==> config.mk <==
export PLATFORM = sky130hd
export DESIGN_NAME = sar_adc_sequencer
export DESIGN_NICKNAME = d
export VERILOG_FILES = /design/src/pkg/sar_pkg.sv /design/src/pkg/sar_clk_if.sv /design/src/sar_prescaler.sv /design/src/sar_adc_sequencer.sv
export VERILOG_INCLUDE_DIRS = /design/src /design/src/pkg
export SDC_FILE = /design/constraint.sdc
export NUM_CORES = 1
export LEC_CHECK = 0
export ABC_AREA = 1
export BUFFER_PORTS_ARGS = -buffer_cell sky130_fd_sc_hd__buf_2
export CORE_UTILIZATION = 48
export DETAILED_ROUTE_END_ITERATION = 16
export PLACE_DENSITY = 0.7
export SYNTH_ARGS = -nofsm -noshare
export SYNTH_HDL_FRONTEND = slang
export SYNTH_SLANG_ARGS = --single-unit
==> constraint.sdc <==
create_clock -name sys_clk -period 3.4 [get_ports sys_clk]
set_input_delay 0.51 -clock sys_clk [delete_from_list [all_inputs] [get_ports sys_clk]]
set_output_delay 0.51 -clock sys_clk [all_outputs]
set_load 0.01 [all_outputs]
==> src/pkg/sar_defs.svh <==
`ifndef SAR_DEFS_SVH
`define SAR_DEFS_SVH

// register byte offsets
`define SAR_OFF_SC 8'h00
`define SAR_OFF_RH 8'h04
`define SAR_OFF_RL 8'h08
`define SAR_OFF_CLK 8'h0C
`define SAR_OFF_PDATA 8'h10
`define SAR_OFF_PDDR 8'h14
`define SAR_OFF_PIN 8'h18

// status and control fields
`define SAR_SC_CONV_COMPLETE_FLAG 7
`define SAR_SC_IEN 6
`define SAR_SC_CONT 5
`define SAR_SC_CH_HI 4

// clock register fields
`define SAR_CLK_DIV_HI 7
`define SAR_CLK_DIV_LO 5
`define SAR_CLK_ICLK 4
`define SAR_CLK_FMT_HI 3
`define SAR_CLK_FMT_LO 2

// reset values
`define SAR_RST_CH 5'h1F
`define SAR_RST_CLK 8'h00

// channel codes
`define SAR_CH_REFH 5'h1D
`define SAR_CH_REFL 5'h1E
`define SAR_CH_OFF 5'h1F

// conversion timing in converter clock ticks
`define SAR_MSB_STEP 5'h06
`define SAR_LAST_STEP 5'h0F
`define SAR_DONE_STEP 5'h10

// result codes
`define SAR_FULL 10'h3FF
`define SAR_ZERO 10'h000
`define SAR_TRIAL 10'h200

`endif

==> src/pkg/sar_pkg.sv <==
package sar_pkg;
  typedef enum logic [1:0] {
    SAR_FMT_LEFT,
    SAR_FMT_RIGHT,
    SAR_FMT_LSIGNED,
    SAR_FMT_TRUNC8
  } sar_fmt_e;

  typedef enum logic {
    SAR_ST_IDLE,
    SAR_ST_CONV
  } sar_state_e;
endpackage

==> src/pkg/sar_clk_if.sv <==
`timescale 1ns/1ps
interface sar_clk_if;
  logic input_clock_select;
  logic [2:0] clock_prescale_field;
  logic conv_tick;
  modport ctrl (output input_clock_select, output clock_prescale_field, input conv_tick);
  modport gen (input input_clock_select, input clock_prescale_field, output conv_tick);
endinterface

==> src/sar_prescaler.sv <==
`timescale 1ns/1ps
`include "sar_defs.svh"
module sar_prescaler (
  // clock and reset
  input wire logic sys_clk,
  input wire logic rst_n,
  // crystal-derived clock, sampled as a plain input
  input wire logic crystal_derived_clock,
  // settings and tick
  sar_clk_if.gen cif
);
  logic x1;
  logic x2;
  logic x3;
  logic x_level;
  logic [3:0] cnt;
  logic [3:0] last;
  logic in_tick;

  // crystal edges only count once two stages agree
  always_ff @(posedge sys_clk) begin
    if (!rst_n) begin
      x1 <= 1'b0;
      x2 <= 1'b0;
      x3 <= 1'b0;
      x_level <= 1'b0;
    end else begin
      x1 <= crystal_derived_clock;
      x2 <= x1;
      x3 <= x2;
      if (x2 == x3) begin
        x_level <= x3;
      end
    end
  end

  always_comb begin
    // source select, then divide
    in_tick = cif.input_clock_select ? 1'b1 : (x2 & x3 & ~x_level);
    // top bit set means divide by 16
    if (cif.clock_prescale_field[2]) begin
      last = 4'hF;
    end else begin
      last = 4'((5'h01 << cif.clock_prescale_field[1:0]) - 5'h01);
    end
  end

  // free running so a start lands anywhere in a period
  always_ff @(posedge sys_clk) begin
    if (!rst_n) begin
      cnt <= 4'h0;
      cif.conv_tick <= 1'b0;
    end else begin
      cif.conv_tick <= 1'b0;
      if (in_tick) begin
        if (cnt >= last) begin
          cnt <= 4'h0;
          cif.conv_tick <= 1'b1;
        end else begin
          cnt <= cnt + 4'h1;
        end
      end
    end
  end
endmodule

==> src/sar_adc_sequencer.sv <==
// Decided for this implementation: the placing of the registers and the APB register port.
`timescale 1ns/1ps
`include "sar_defs.svh"
// Behaviour
// - one of ten channels muxed to converter
// - selected pin taken from port logic
// - port writes ignore the selected pin
// - port read of selected pin gives 0
// - full scale 3FF, bottom 000, linear
// - any status/control write starts conversion, except with the all-ones channel
// - conversion lasts 16 to 17 ticks
// - bus or crystal clock, then prescaled
// - partial first tick counts as seventeenth
// - continuous results overwrite unread ones
// - continuous mode restarts until bit cleared
// - complete flag set, cleared by data read
// - four result formats by two bits
// - left: eight msbs high, low after high
// - right: two msbs high, eight low
// - signed: left layout, msb inverted
// - truncated: eight msbs low, no interlock
// - interrupt per conversion, flag reads zero
// - runs in wait, interrupt wakes processor
// - five-bit channel, refs, all-ones off
// - prescale 1,2,4,8,16, top bit sixteen
// - interrupt cleared by data read/control write
// - high read freezes low until read
module sar_adc_sequencer #(
  parameter int NCH = 10
) (
  // clock and reset
  input wire logic sys_clk,
  input wire logic rst_n,
  // apb slave
  input wire logic psel,
  input wire logic penable,
  input wire logic pwrite,
  input wire logic [7:0] paddr,
  input wire logic [31:0] pwdata,
  output logic [31:0] prdata,
  output logic pready,
  output logic pslverr,
  // crystal-derived clock input
  input wire logic crystal_derived_clock,
  // shared port pins
  input wire logic [NCH-1:0] pin_in,
  output logic [NCH-1:0] pin_out,
  output logic [NCH-1:0] pin_oe,
  // analog front end
  output logic [4:0] ana_channel,
  output logic ana_power_off,
  output logic ana_sample,
  output logic [9:0] dac_code,
  input wire logic comp_in,
  // interrupt request, also the wait-mode wake
  output logic conv_irq
);
  import sar_pkg::*;
  sar_clk_if cif ();
  sar_prescaler u_pre (
    .sys_clk(sys_clk),
    .rst_n(rst_n),
    .crystal_derived_clock(crystal_derived_clock),
    .cif(cif)
  );
  localparam logic [7:0] RST_CLK = `SAR_RST_CLK;
  sar_state_e st;
  sar_fmt_e fmt;
  logic [4:0] step;
  logic [9:0] sar, raw;
  logic [3:0] bidx;
  logic cont, irq_en, conv_complete_flag, lock;
  logic [7:0] res_hi, res_lo;
  logic [2:0] div;
  logic iclk;
  logic [NCH-1:0] pdata, pddr, pin_val, sel_mask, port_rd;
  logic acc, wr_sc, rd_hi, rd_lo, hi_pend, conv_done, store;
  logic [31:0] next_prdata;
  logic next_err;
  logic [4:0] tick_cnt;
  assign cif.input_clock_select = iclk;
  assign cif.clock_prescale_field = div;

  // apb decode; side effects land on the completing access cycle
  assign acc = psel & penable & pready;
  assign wr_sc = acc & pwrite & (paddr == `SAR_OFF_SC);
  assign rd_hi = acc & ~pwrite & (paddr == `SAR_OFF_RH);
  assign rd_lo = acc & ~pwrite & (paddr == `SAR_OFF_RL);

  // a start write in the finishing cycle aborts the result
  assign conv_done = (st == SAR_ST_CONV) & cif.conv_tick & (step == `SAR_DONE_STEP) & ~wr_sc;
  // a high read in flight holds off the store too, so high and low stay one result
  assign hi_pend = psel & ~pwrite & (paddr == `SAR_OFF_RH);
  // truncated mode has no interlock
  assign store = conv_done & (~(lock | hi_pend) | (fmt == SAR_FMT_TRUNC8));
  assign bidx = 4'(`SAR_LAST_STEP - step);

  // references give fixed codes; the array saturates outside them
  assign raw = (ana_channel == `SAR_CH_REFH) ? `SAR_FULL :
    ((ana_channel == `SAR_CH_REFL) ? `SAR_ZERO : sar);

  // pin synchronisers, channel decode and port masking, one bit each
  genvar gi;
  generate
    for (gi = 0; gi < NCH; gi++) begin : g_pin
      logic s1;
      logic s2;
      logic s3;
      always_ff @(posedge sys_clk) begin
        if (!rst_n) begin
          s1 <= 1'b0;
          s2 <= 1'b0;
          s3 <= 1'b0;
          pin_val[gi] <= 1'b0;
        end else begin
          s1 <= pin_in[gi];
          s2 <= s1;
          s3 <= s2;
          if (s2 == s3) begin
            pin_val[gi] <= s3;
          end
        end
      end
      assign sel_mask[gi] = (ana_channel == 5'(gi));
      // a pin in use reads as zero
      assign port_rd[gi] = ~sel_mask[gi] & (pddr[gi] ? pdata[gi] : pin_val[gi]);
    end
  endgenerate

  // read mux, registered in the setup cycle
  always_comb begin
    next_prdata = 32'h0000_0000;
    next_err = 1'b0;
    case (paddr)
      `SAR_OFF_SC: begin
        // flag reads zero while interrupts are on
        next_prdata[`SAR_SC_CONV_COMPLETE_FLAG] = conv_complete_flag & ~irq_en;
        next_prdata[`SAR_SC_IEN] = irq_en;
        next_prdata[`SAR_SC_CONT] = cont;
        next_prdata[`SAR_SC_CH_HI:0] = ana_channel;
      end
      `SAR_OFF_RH: next_prdata[7:0] = res_hi;
      `SAR_OFF_RL: next_prdata[7:0] = res_lo;
      `SAR_OFF_CLK: begin
        next_prdata[`SAR_CLK_DIV_HI:`SAR_CLK_DIV_LO] = div;
        next_prdata[`SAR_CLK_ICLK] = iclk;
        next_prdata[`SAR_CLK_FMT_HI:`SAR_CLK_FMT_LO] = fmt;
      end
      `SAR_OFF_PDATA: next_prdata[NCH-1:0] = pdata;
      `SAR_OFF_PDDR: next_prdata[NCH-1:0] = pddr;
      `SAR_OFF_PIN: next_prdata[NCH-1:0] = port_rd;
      default: next_err = 1'b1;
    endcase
  end

  // one wait-free access phase
  always_ff @(posedge sys_clk) begin
    if (!rst_n) begin
      pready <= 1'b0;
      prdata <= 32'h0000_0000;
      pslverr <= 1'b0;
    end else begin
      pready <= psel & ~penable;
      pslverr <= psel & ~penable & next_err;
      if (psel & ~penable & ~pwrite) begin
        prdata <= next_prdata;
      end
    end
  end

  // control registers
  always_ff @(posedge sys_clk) begin
    if (!rst_n) begin
      ana_channel <= `SAR_RST_CH;
      cont <= 1'b0;
      irq_en <= 1'b0;
      div <= RST_CLK[`SAR_CLK_DIV_HI:`SAR_CLK_DIV_LO];
      iclk <= RST_CLK[`SAR_CLK_ICLK];
      fmt <= SAR_FMT_LEFT;
    end else if (acc & pwrite) begin
      if (paddr == `SAR_OFF_SC) begin
        // all ones powers the converter down
        ana_channel <= pwdata[`SAR_SC_CH_HI:0];
        cont <= pwdata[`SAR_SC_CONT];
        irq_en <= pwdata[`SAR_SC_IEN];
      end
      if (paddr == `SAR_OFF_CLK) begin
        div <= pwdata[`SAR_CLK_DIV_HI:`SAR_CLK_DIV_LO];
        iclk <= pwdata[`SAR_CLK_ICLK];
        // 00 left, 01 right, 10 signed, 11 truncated
        fmt <= sar_fmt_e'(pwdata[`SAR_CLK_FMT_HI:`SAR_CLK_FMT_LO]);
      end
    end
  end

  // port latches; the selected pin keeps its old bits
  always_ff @(posedge sys_clk) begin
    if (!rst_n) begin
      pdata <= '0;
      pddr <= '0;
      pin_out <= '0;
      pin_oe <= '0;
    end else begin
      if (acc & pwrite & (paddr == `SAR_OFF_PDATA)) begin
        pdata <= (pwdata[NCH-1:0] & ~sel_mask) | (pdata & sel_mask);
      end
      if (acc & pwrite & (paddr == `SAR_OFF_PDDR)) begin
        pddr <= (pwdata[NCH-1:0] & ~sel_mask) | (pddr & sel_mask);
      end
      pin_out <= pdata;
      // converter owns the selected pin as an input
      pin_oe <= pddr & ~sel_mask;
    end
  end

  // sequencer; a control write restarts, or goes idle on the all-ones channel
  always_ff @(posedge sys_clk) begin
    if (!rst_n) begin
      st <= SAR_ST_IDLE;
      step <= 5'h00;
      sar <= `SAR_ZERO;
    end else if (wr_sc) begin
      step <= 5'h00;
      sar <= `SAR_ZERO;
      if (pwdata[`SAR_SC_CH_HI:0] == `SAR_CH_OFF) begin
        st <= SAR_ST_IDLE;
      end else begin
        st <= SAR_ST_CONV;
      end
    end else if ((st == SAR_ST_CONV) & cif.conv_tick) begin
      // first tick ends the partial cycle
      step <= step + 5'h01;
      if (step == `SAR_MSB_STEP - 5'h01) begin
        sar <= `SAR_TRIAL;
      end else if ((step >= `SAR_MSB_STEP) & (step <= `SAR_LAST_STEP)) begin
        if (!comp_in) begin
          sar[bidx] <= 1'b0;
        end
        if (bidx != 4'h0) begin
          sar[bidx - 4'h1] <= 1'b1;
        end
      end
      if (step == `SAR_DONE_STEP) begin
        step <= 5'h00;
        // continuous mode goes straight on
        st <= cont ? SAR_ST_CONV : SAR_ST_IDLE;
        sar <= `SAR_ZERO;
      end
    end
  end

  // result registers and interlock
  always_ff @(posedge sys_clk) begin
    if (!rst_n) begin
      res_hi <= 8'h00;
      res_lo <= 8'h00;
      lock <= 1'b0;
    end else begin
      if (rd_lo) begin
        lock <= 1'b0;
      end
      if (rd_hi & (fmt != SAR_FMT_TRUNC8)) begin
        lock <= 1'b1;
      end
      // unread results are simply overwritten
      if (store) begin
        unique case (fmt)
          SAR_FMT_LEFT: begin
            res_hi <= raw[9:2];
            res_lo <= {raw[1:0], 6'h00};
          end
          SAR_FMT_RIGHT: begin
            res_hi <= {6'h00, raw[9:8]};
            res_lo <= raw[7:0];
          end
          SAR_FMT_LSIGNED: begin
            res_hi <= {~raw[9], raw[8:2]};
            res_lo <= {raw[1:0], 6'h00};
          end
          SAR_FMT_TRUNC8: begin
            res_hi <= 8'h00;
            res_lo <= raw[9:2];
          end
        endcase
      end
    end
  end

  // flag and interrupt; a completion beats a same-cycle clear
  always_ff @(posedge sys_clk) begin
    if (!rst_n) begin
      conv_complete_flag <= 1'b0;
      conv_irq <= 1'b0;
    end else begin
      if (rd_hi | rd_lo) begin
        conv_complete_flag <= 1'b0;
      end
      if (rd_hi | rd_lo | wr_sc) begin
        conv_irq <= 1'b0;
      end
      if (conv_done & ~irq_en) begin
        conv_complete_flag <= 1'b1;
      end
      // no gating on wait, so the request can wake the core
      if (conv_done & irq_en) begin
        conv_irq <= 1'b1;
      end
    end
  end

  // analog controls
  always_ff @(posedge sys_clk) begin
    if (!rst_n) begin
      ana_power_off <= 1'b1;
      ana_sample <= 1'b0;
    end else begin
      ana_power_off <= (ana_channel == `SAR_CH_OFF);
      ana_sample <= (st == SAR_ST_CONV) & (step < `SAR_MSB_STEP);
    end
  end
  assign dac_code = sar; // comparator judges the trial now on the array

  // helper: ticks seen since the conversion began
  always_ff @(posedge sys_clk) begin
    if (!rst_n || wr_sc || conv_done) begin
      tick_cnt <= 5'h00;
    end else if ((st == SAR_ST_CONV) & cif.conv_tick) begin
      tick_cnt <= tick_cnt + 5'h01;
    end
  end
endmodule

Word level (Yosys, flattened, before mapping)
Cells that the tools add are included.

storage, ports and cells
  output and inout bits = 72
  flip-flop bits (word level) = 151
  logic and storage cells = 255
  bits of input ports = 57
  bits in read-only memories = 0
  latch bits = 0
  bits in writable memories = 0
  memories kept = 0

operators by class
  divide/modulo/power cells = 0
  reductions and logical operators = 20
  multipliers = 0
  shift operators = 1
  order comparisons = 8
  multiplexer cells = 48
  bitwise logic cells = 68
  $add $sub $neg = 5
  equality and inequality tests = 36

operators by type and width
  kind                                                                          number
  10-bit 2-to-1 mux                                                             12
  10-bit AND                                                                    5
  6-bit case mux with 7 select lines                                            1
  1-bit AND                                                                     36
  8-bit case mux with 4 select lines                                            1
  10-bit OR                                                                     3
  1-bit 2-to-1 mux                                                              26
  5-bit by 3-bit equality test with 1-bit output, second input constant         5
  5-bit equality test, second input constant                                    5
  8-bit by 5-bit equality test with 1-bit output, second input constant         3
  8-bit case mux with 3 select lines                                            1
  10-bit NOT                                                                    2
  1-bit NOT                                                                     18
  8-bit by 4-bit equality test with 1-bit output, second input constant         2
  2-bit case mux with 6 select lines                                            1
  1-bit equality test                                                           11
  5-bit by 2-bit equality test with 1-bit output, second input constant         2
  5-bit by 4-bit equality test with 1-bit output, second input constant         2
  4-bit by 5-bit less-than comparator with 1-bit output, second input constant  2
  2-bit AND reduction                                                           5
  2-bit nonzero test                                                            5
  1-bit demux with 4-bit select                                                 2
  8-bit by 3-bit equality test with 1-bit output, second input constant         1
  4-bit by 1-bit >= comparator with 1-bit output, second input constant         2
  other kinds (25)                                                              33

Longest topological paths before layout
  depth in word-level cells = 18
  gate-level depth with buffers = 12
  mapped depth without buffers = 12

Modules after synthesis
From an unflattened synthesis, not the netlist that was laid out.

unflattened totals
  cell total of the unflattened synthesis = 1017
  area, all modules = 7136.8 um^2

modules (own cells, without submodules)
  module             cells each  sequential area each (um^2)  instances  area each (um^2)
  sar_adc_sequencer  956         2842.7                       1          6662.6
  sar_prescaler      61          180.2                        1          474.2

Least setup slack after synthesis
No wires, ideal clock.

  path type = register -> register
  start point = register step[0]
  end point = register sar[8] (netlist: dac_code[8])
  required time = 3.287 ns
  path slack = 1.783 ns
  buffers on the path = 1
  clock period less this slack = 1.617 ns
  stages on the path, launching flop included = 13
  setup time = 0.113 ns
  arrival = 1.503 ns
  cells stage by stage = dfxtp_1 > ha_1 > nand3_1 > inv_1 > ha_1 > inv_1 > nand2_1 > nand2_1 > nand2_2 > nand2_2 > buf_4 > o21ai_1 > nor2_1

between the ends
  cells in the longest elaborated chain, start to end = 18
  elaborated cells on any way between the ends = 33
  classes of those cells = add/sub (2); order compare (6); eq/ne (2); mux (14); bitwise (4); reduce/logical (5)

RTL lines
  item                                                                                                                                                  line                      source
  from (decl)                                                                                                                                           sar_adc_sequencer.sv:69   logic [4:0] step;
  from (signal assigned)                                                                                                                                sar_adc_sequencer.sv:232  step <= step + 5'h01;
  4-bit subtractor (no line)                                                                                                                            n/a
  4-bit by 5-bit less-than comparator with 1-bit output (not written as such) / 4-bit by 1-bit >= comparator with 1-bit output (equally long branches)  sar_adc_sequencer.sv:237  sar[bidx] <= 1'b0;
  1-bit logical AND (not written as such)                                                                                                               sar_adc_sequencer.sv:237
  1-bit 2-to-1 mux (not written as such)                                                                                                                sar_adc_sequencer.sv:237
  1-bit demux with 4-bit select                                                                                                                         sar_adc_sequencer.sv:237
  10-bit NOT (no line)                                                                                                                                  n/a
  10-bit AND (no line)                                                                                                                                  n/a
  10-bit 2-to-1 mux                                                                                                                                     sar_adc_sequencer.sv:236  if (!comp_in) begin
  [... 2 more ...]                                                                                                                                      n/a
  10-bit 2-to-1 mux                                                                                                                                     sar_adc_sequencer.sv:230  end else if ((st == SAR_ST_CONV) & cif.conv_tick) begin
  10-bit 2-to-1 mux                                                                                                                                     sar_adc_sequencer.sv:222  end else if (wr_sc) begin
  10-bit 2-to-1 mux                                                                                                                                     sar_adc_sequencer.sv:218  if (!rst_n) begin
  10-bit OR (no line)                                                                                                                                   n/a
  10-bit 2-to-1 mux                                                                                                                                     sar_adc_sequencer.sv:239  if (bidx != 4'h0) begin
  10-bit 2-to-1 mux                                                                                                                                     sar_adc_sequencer.sv:235  end else if ((step >= `SAR_MSB_STEP) & (step <= `SAR_LAST_STEP)) begin
  10-bit 2-to-1 mux                                                                                                                                     sar_adc_sequencer.sv:233  if (step == `SAR_MSB_STEP - 5'h01) begin
  10-bit 2-to-1 mux                                                                                                                                     sar_adc_sequencer.sv:243  if (step == `SAR_DONE_STEP) begin
  to (signal assigned)                                                                                                                                  sar_adc_sequencer.sv:224  sar <= `SAR_ZERO;
  to (signal assigned)                                                                                                                                  sar_adc_sequencer.sv:234  sar <= `SAR_TRIAL;
  to (signal assigned)                                                                                                                                  sar_adc_sequencer.sv:247  sar <= `SAR_ZERO;
  to (decl)                                                                                                                                             sar_adc_sequencer.sv:70   logic [9:0] sar, raw;

Parallel ways exist; a longest one is shown, timed or not. The select of a mux whose other input is x is not followed.
A chain may end at the register's enable or synchronous reset.

Worst setup path after layout
  start point = register step[0]
  end point = register sar[1] (netlist: dac_code[1])

The elaborated chain is that of the path after synthesis.

==> out/summary.txt <==
Skew-Pair Late Insertion Delay: 420 ps
Adder-cell share of the synthesized area: 0.0197
Final net count: 1150
Post-CTS setup buffers: 0
CP max stage cell: dfxtp_1
GR Util met3: 0.0548
Die Wd: 123 um
Initial Util: 0.498
Post-DR wirelength/cell: 13.5 um
Distinct cells, synth: 40
Die area: 0.0151 sq mm
Largest net degree at the start of global routing: 74
CTS tree: yes
Min Tclk post-route: 1970 ps
Final Wtd Congestion: 0.899
Slew margin rel.: 0.508
Worst vdd ir: 353 uV
First-pass GRT wire length: 27600 um
Vias in the first global route: 5707
Required @ worst endpoint: 3720 ps
Clk pin slew, worst setup/hold paths: 60 ps
Initial DRC Count: 491
CP max FO: 11
Max-slew violation count: 0
Die Y: 123 um
ANT cells: 0
Final Cycle Share: 0.578
Core Footprint: 0.0140 sq mm
FMAX: 509 MHz
Commonest non-fill, non-tap cell in the layout: nand2_1
DP HPWL: 12000 um
Main combinational cell family by area after synthesis: simple AND/OR/NAND/NOR gates
Synth Flop Type: dfxtp_1
Finished Core Util: 0.574
Startpoint Class: register
Gr ovfl total: 0
Grt met2 use: 0.381
Max Cap Viol: 0
Clock buffer count from CTS: 17
YS warnings: 0
Clock Skews: 7.43 ps
Yosys reg bits: 151
Final hold slack: 264 ps
Fin. Hold Viols: 0
Initial antenna violation count: 0
Worst path cell trace: inv_1, ha_1, nand4_2, nand2_1, inv_2, nand2_2, nand2_2, inv_2, o21ai_0, nor2_1
Setup TNS: 0 ps
Crit path kind: reg2reg
Detailed Route WL: 17200 um
Vias after detailed routing: 6414
Hold Buf Count CTS: 0
Number of port buffers: 84
Fraction of registers with async set/reset: 0
Hold WC Path Type: in2reg
Share of layout cells above drive strength 1: 0.147
Pre-CTS setup slack: 1060 ps
Worst-margin pin slew: 735 ps
Worst path max stage delay: 420 ps
RSZ-0062 raised after global routing: false
Compound-Gate Fraction of Synth Area: 0.129
Root Buffer: clkbuf_16
Vias/cell: 5.03
Most frequent cells in the layout: nand2_1 (245), dfxtp_1 (151), inv_1 (132), nor2_1 (123), buf_2 (84)
Tot GR Track Use: 0.238
I/O pins: 129
Crit path DAT: 2280 ps
Setup WS post-layout: 1430 ps
Post-synth EDFFs: 0
Syn Area/Cell: 6.98 sq um
Htree depth: 4
Drt pass-1 iters: 7
Gr busiest metal: met2
Synth Area in Simple Gates: 0.292
Cell Pwr Density: 483 mW/mm^2
Multiplexer area fraction after synthesis: 0
DRC viols: 0
Final Setup Violations: 0
Post-DRT Antenna Nets: 0
Met1 Resource Use GR: 0.308
Post-Synth XOR/XNOR Area: 0.00375
Status: finished, final reports clean
Std cell rows: 43
Clock tree sinks: 151
Synthesized instance count: 1003
Crit end category: register
Clock Path Buffers: 2
Leak Pwr: 3.97 nW
Cts repair resizes: 0
Area grow syn2layout: 15.1%
Sequential area share after synthesis: 0.432
Mapped cell area: 0.00700 sq mm
[Yosys cell counts, types with 4 or more instances]
master	number	area share
a21oi_1	72	0.051
buf_4	26	0.028
o22ai_1	6	0.0054
inv_1	132	0.071
inv_2	11	0.0059
buf_2	4	0.0029
nand2_1	245	0.13
dfxtp_1	151	0.43
nor2_4	7	0.011
ha_1	11	0.020
a211oi_1	5	0.0054
nand2_2	12	0.011
nand3_1	66	0.047
o21ai_0	59	0.042
clkbuf_1	14	0.0075
nand4_1	8	0.0072
o21ai_1	10	0.0072
o211ai_1	9	0.0097
nor2_1	123	0.066
[worst max-delay path, delay by kind of cell, from the launching register on]
kind                     cells  cell delay (ps)
flip-flops                   1              420
AO/OA/AOI/OAI                1              170
AND/OR/NAND/NOR              5              600
buffers and inverters        3              390
adder cells (fa/ha/maj)      1              280
[routing by layer]
layer  up-vias  routed length [um]
li1       3288                   -
met1      2867                7800
met2       223                7770
met3        36                1210
met4         0                 450
met5         -                   0
[final cells by class]
| type | instances | area, sq um |
|---|---|---|
| Timing Repair Buffer | 88 | 450 |
| Clock buffer | 19 | 453 |
| Clock inverter | 13 | 171 |
| Sequential cell | 151 | 3020 |
| Tap cell | 180 | 225 |
| Inverter | 144 | 541 |
| Multi-Input combinational cell | 680 | 3190 |
| Fill cell | 1348 | 5980 |
[worst paths after layout]
kind                    start          end  slack (ps)  cells past startpoint
setup / recovery      step[0]  dac_code[1]        1430                     10
hold / removal      pin_in[0]  g_pin[0].s1         260                      3
setup reg to reg      step[0]  dac_code[1]        1430                     10
hold reg to reg   g_pin[5].s1  g_pin[5].s2         410                      2
[logic make-up (layout without fill, tap and decap cells)]
family,after synthesis,in the layout
and+or+nand+nor,476,476
xor gates and xnor gates,3,3
buffers and inverters,193,264
DFF,151,151
adders and majority gates,11,11
AOI/OAI and AO/OA,168,168
other,1,22
[metrics by stage]
stage / power [mW] / cell area [sq um] / instances
after detailed placement: 1.97 / 7430 / 1243
after floorplan: 1.93 / 7080 / 1024
after global routing: 4.02 / 8060 / 1275
after global placement: 1.97 / 7430 / 1243
after CTS: 3.93 / 8060 / 1275
final: 3.89 / 8060 / 1275
[power breakdown]
| part | switching, mW | internal, mW | total [mW] | leakage (nW) |
|---|---|---|---|---|
| combinational | 0.0955 | 0.0382 | 0.134 | 2.45 |
| sequential | 0.00793 | 1.79 | 1.80 | 1.22 |
| clock | 0.763 | 1.20 | 1.96 | 0.294 |
Note: power is estimated with default switching activity, not from simulation.
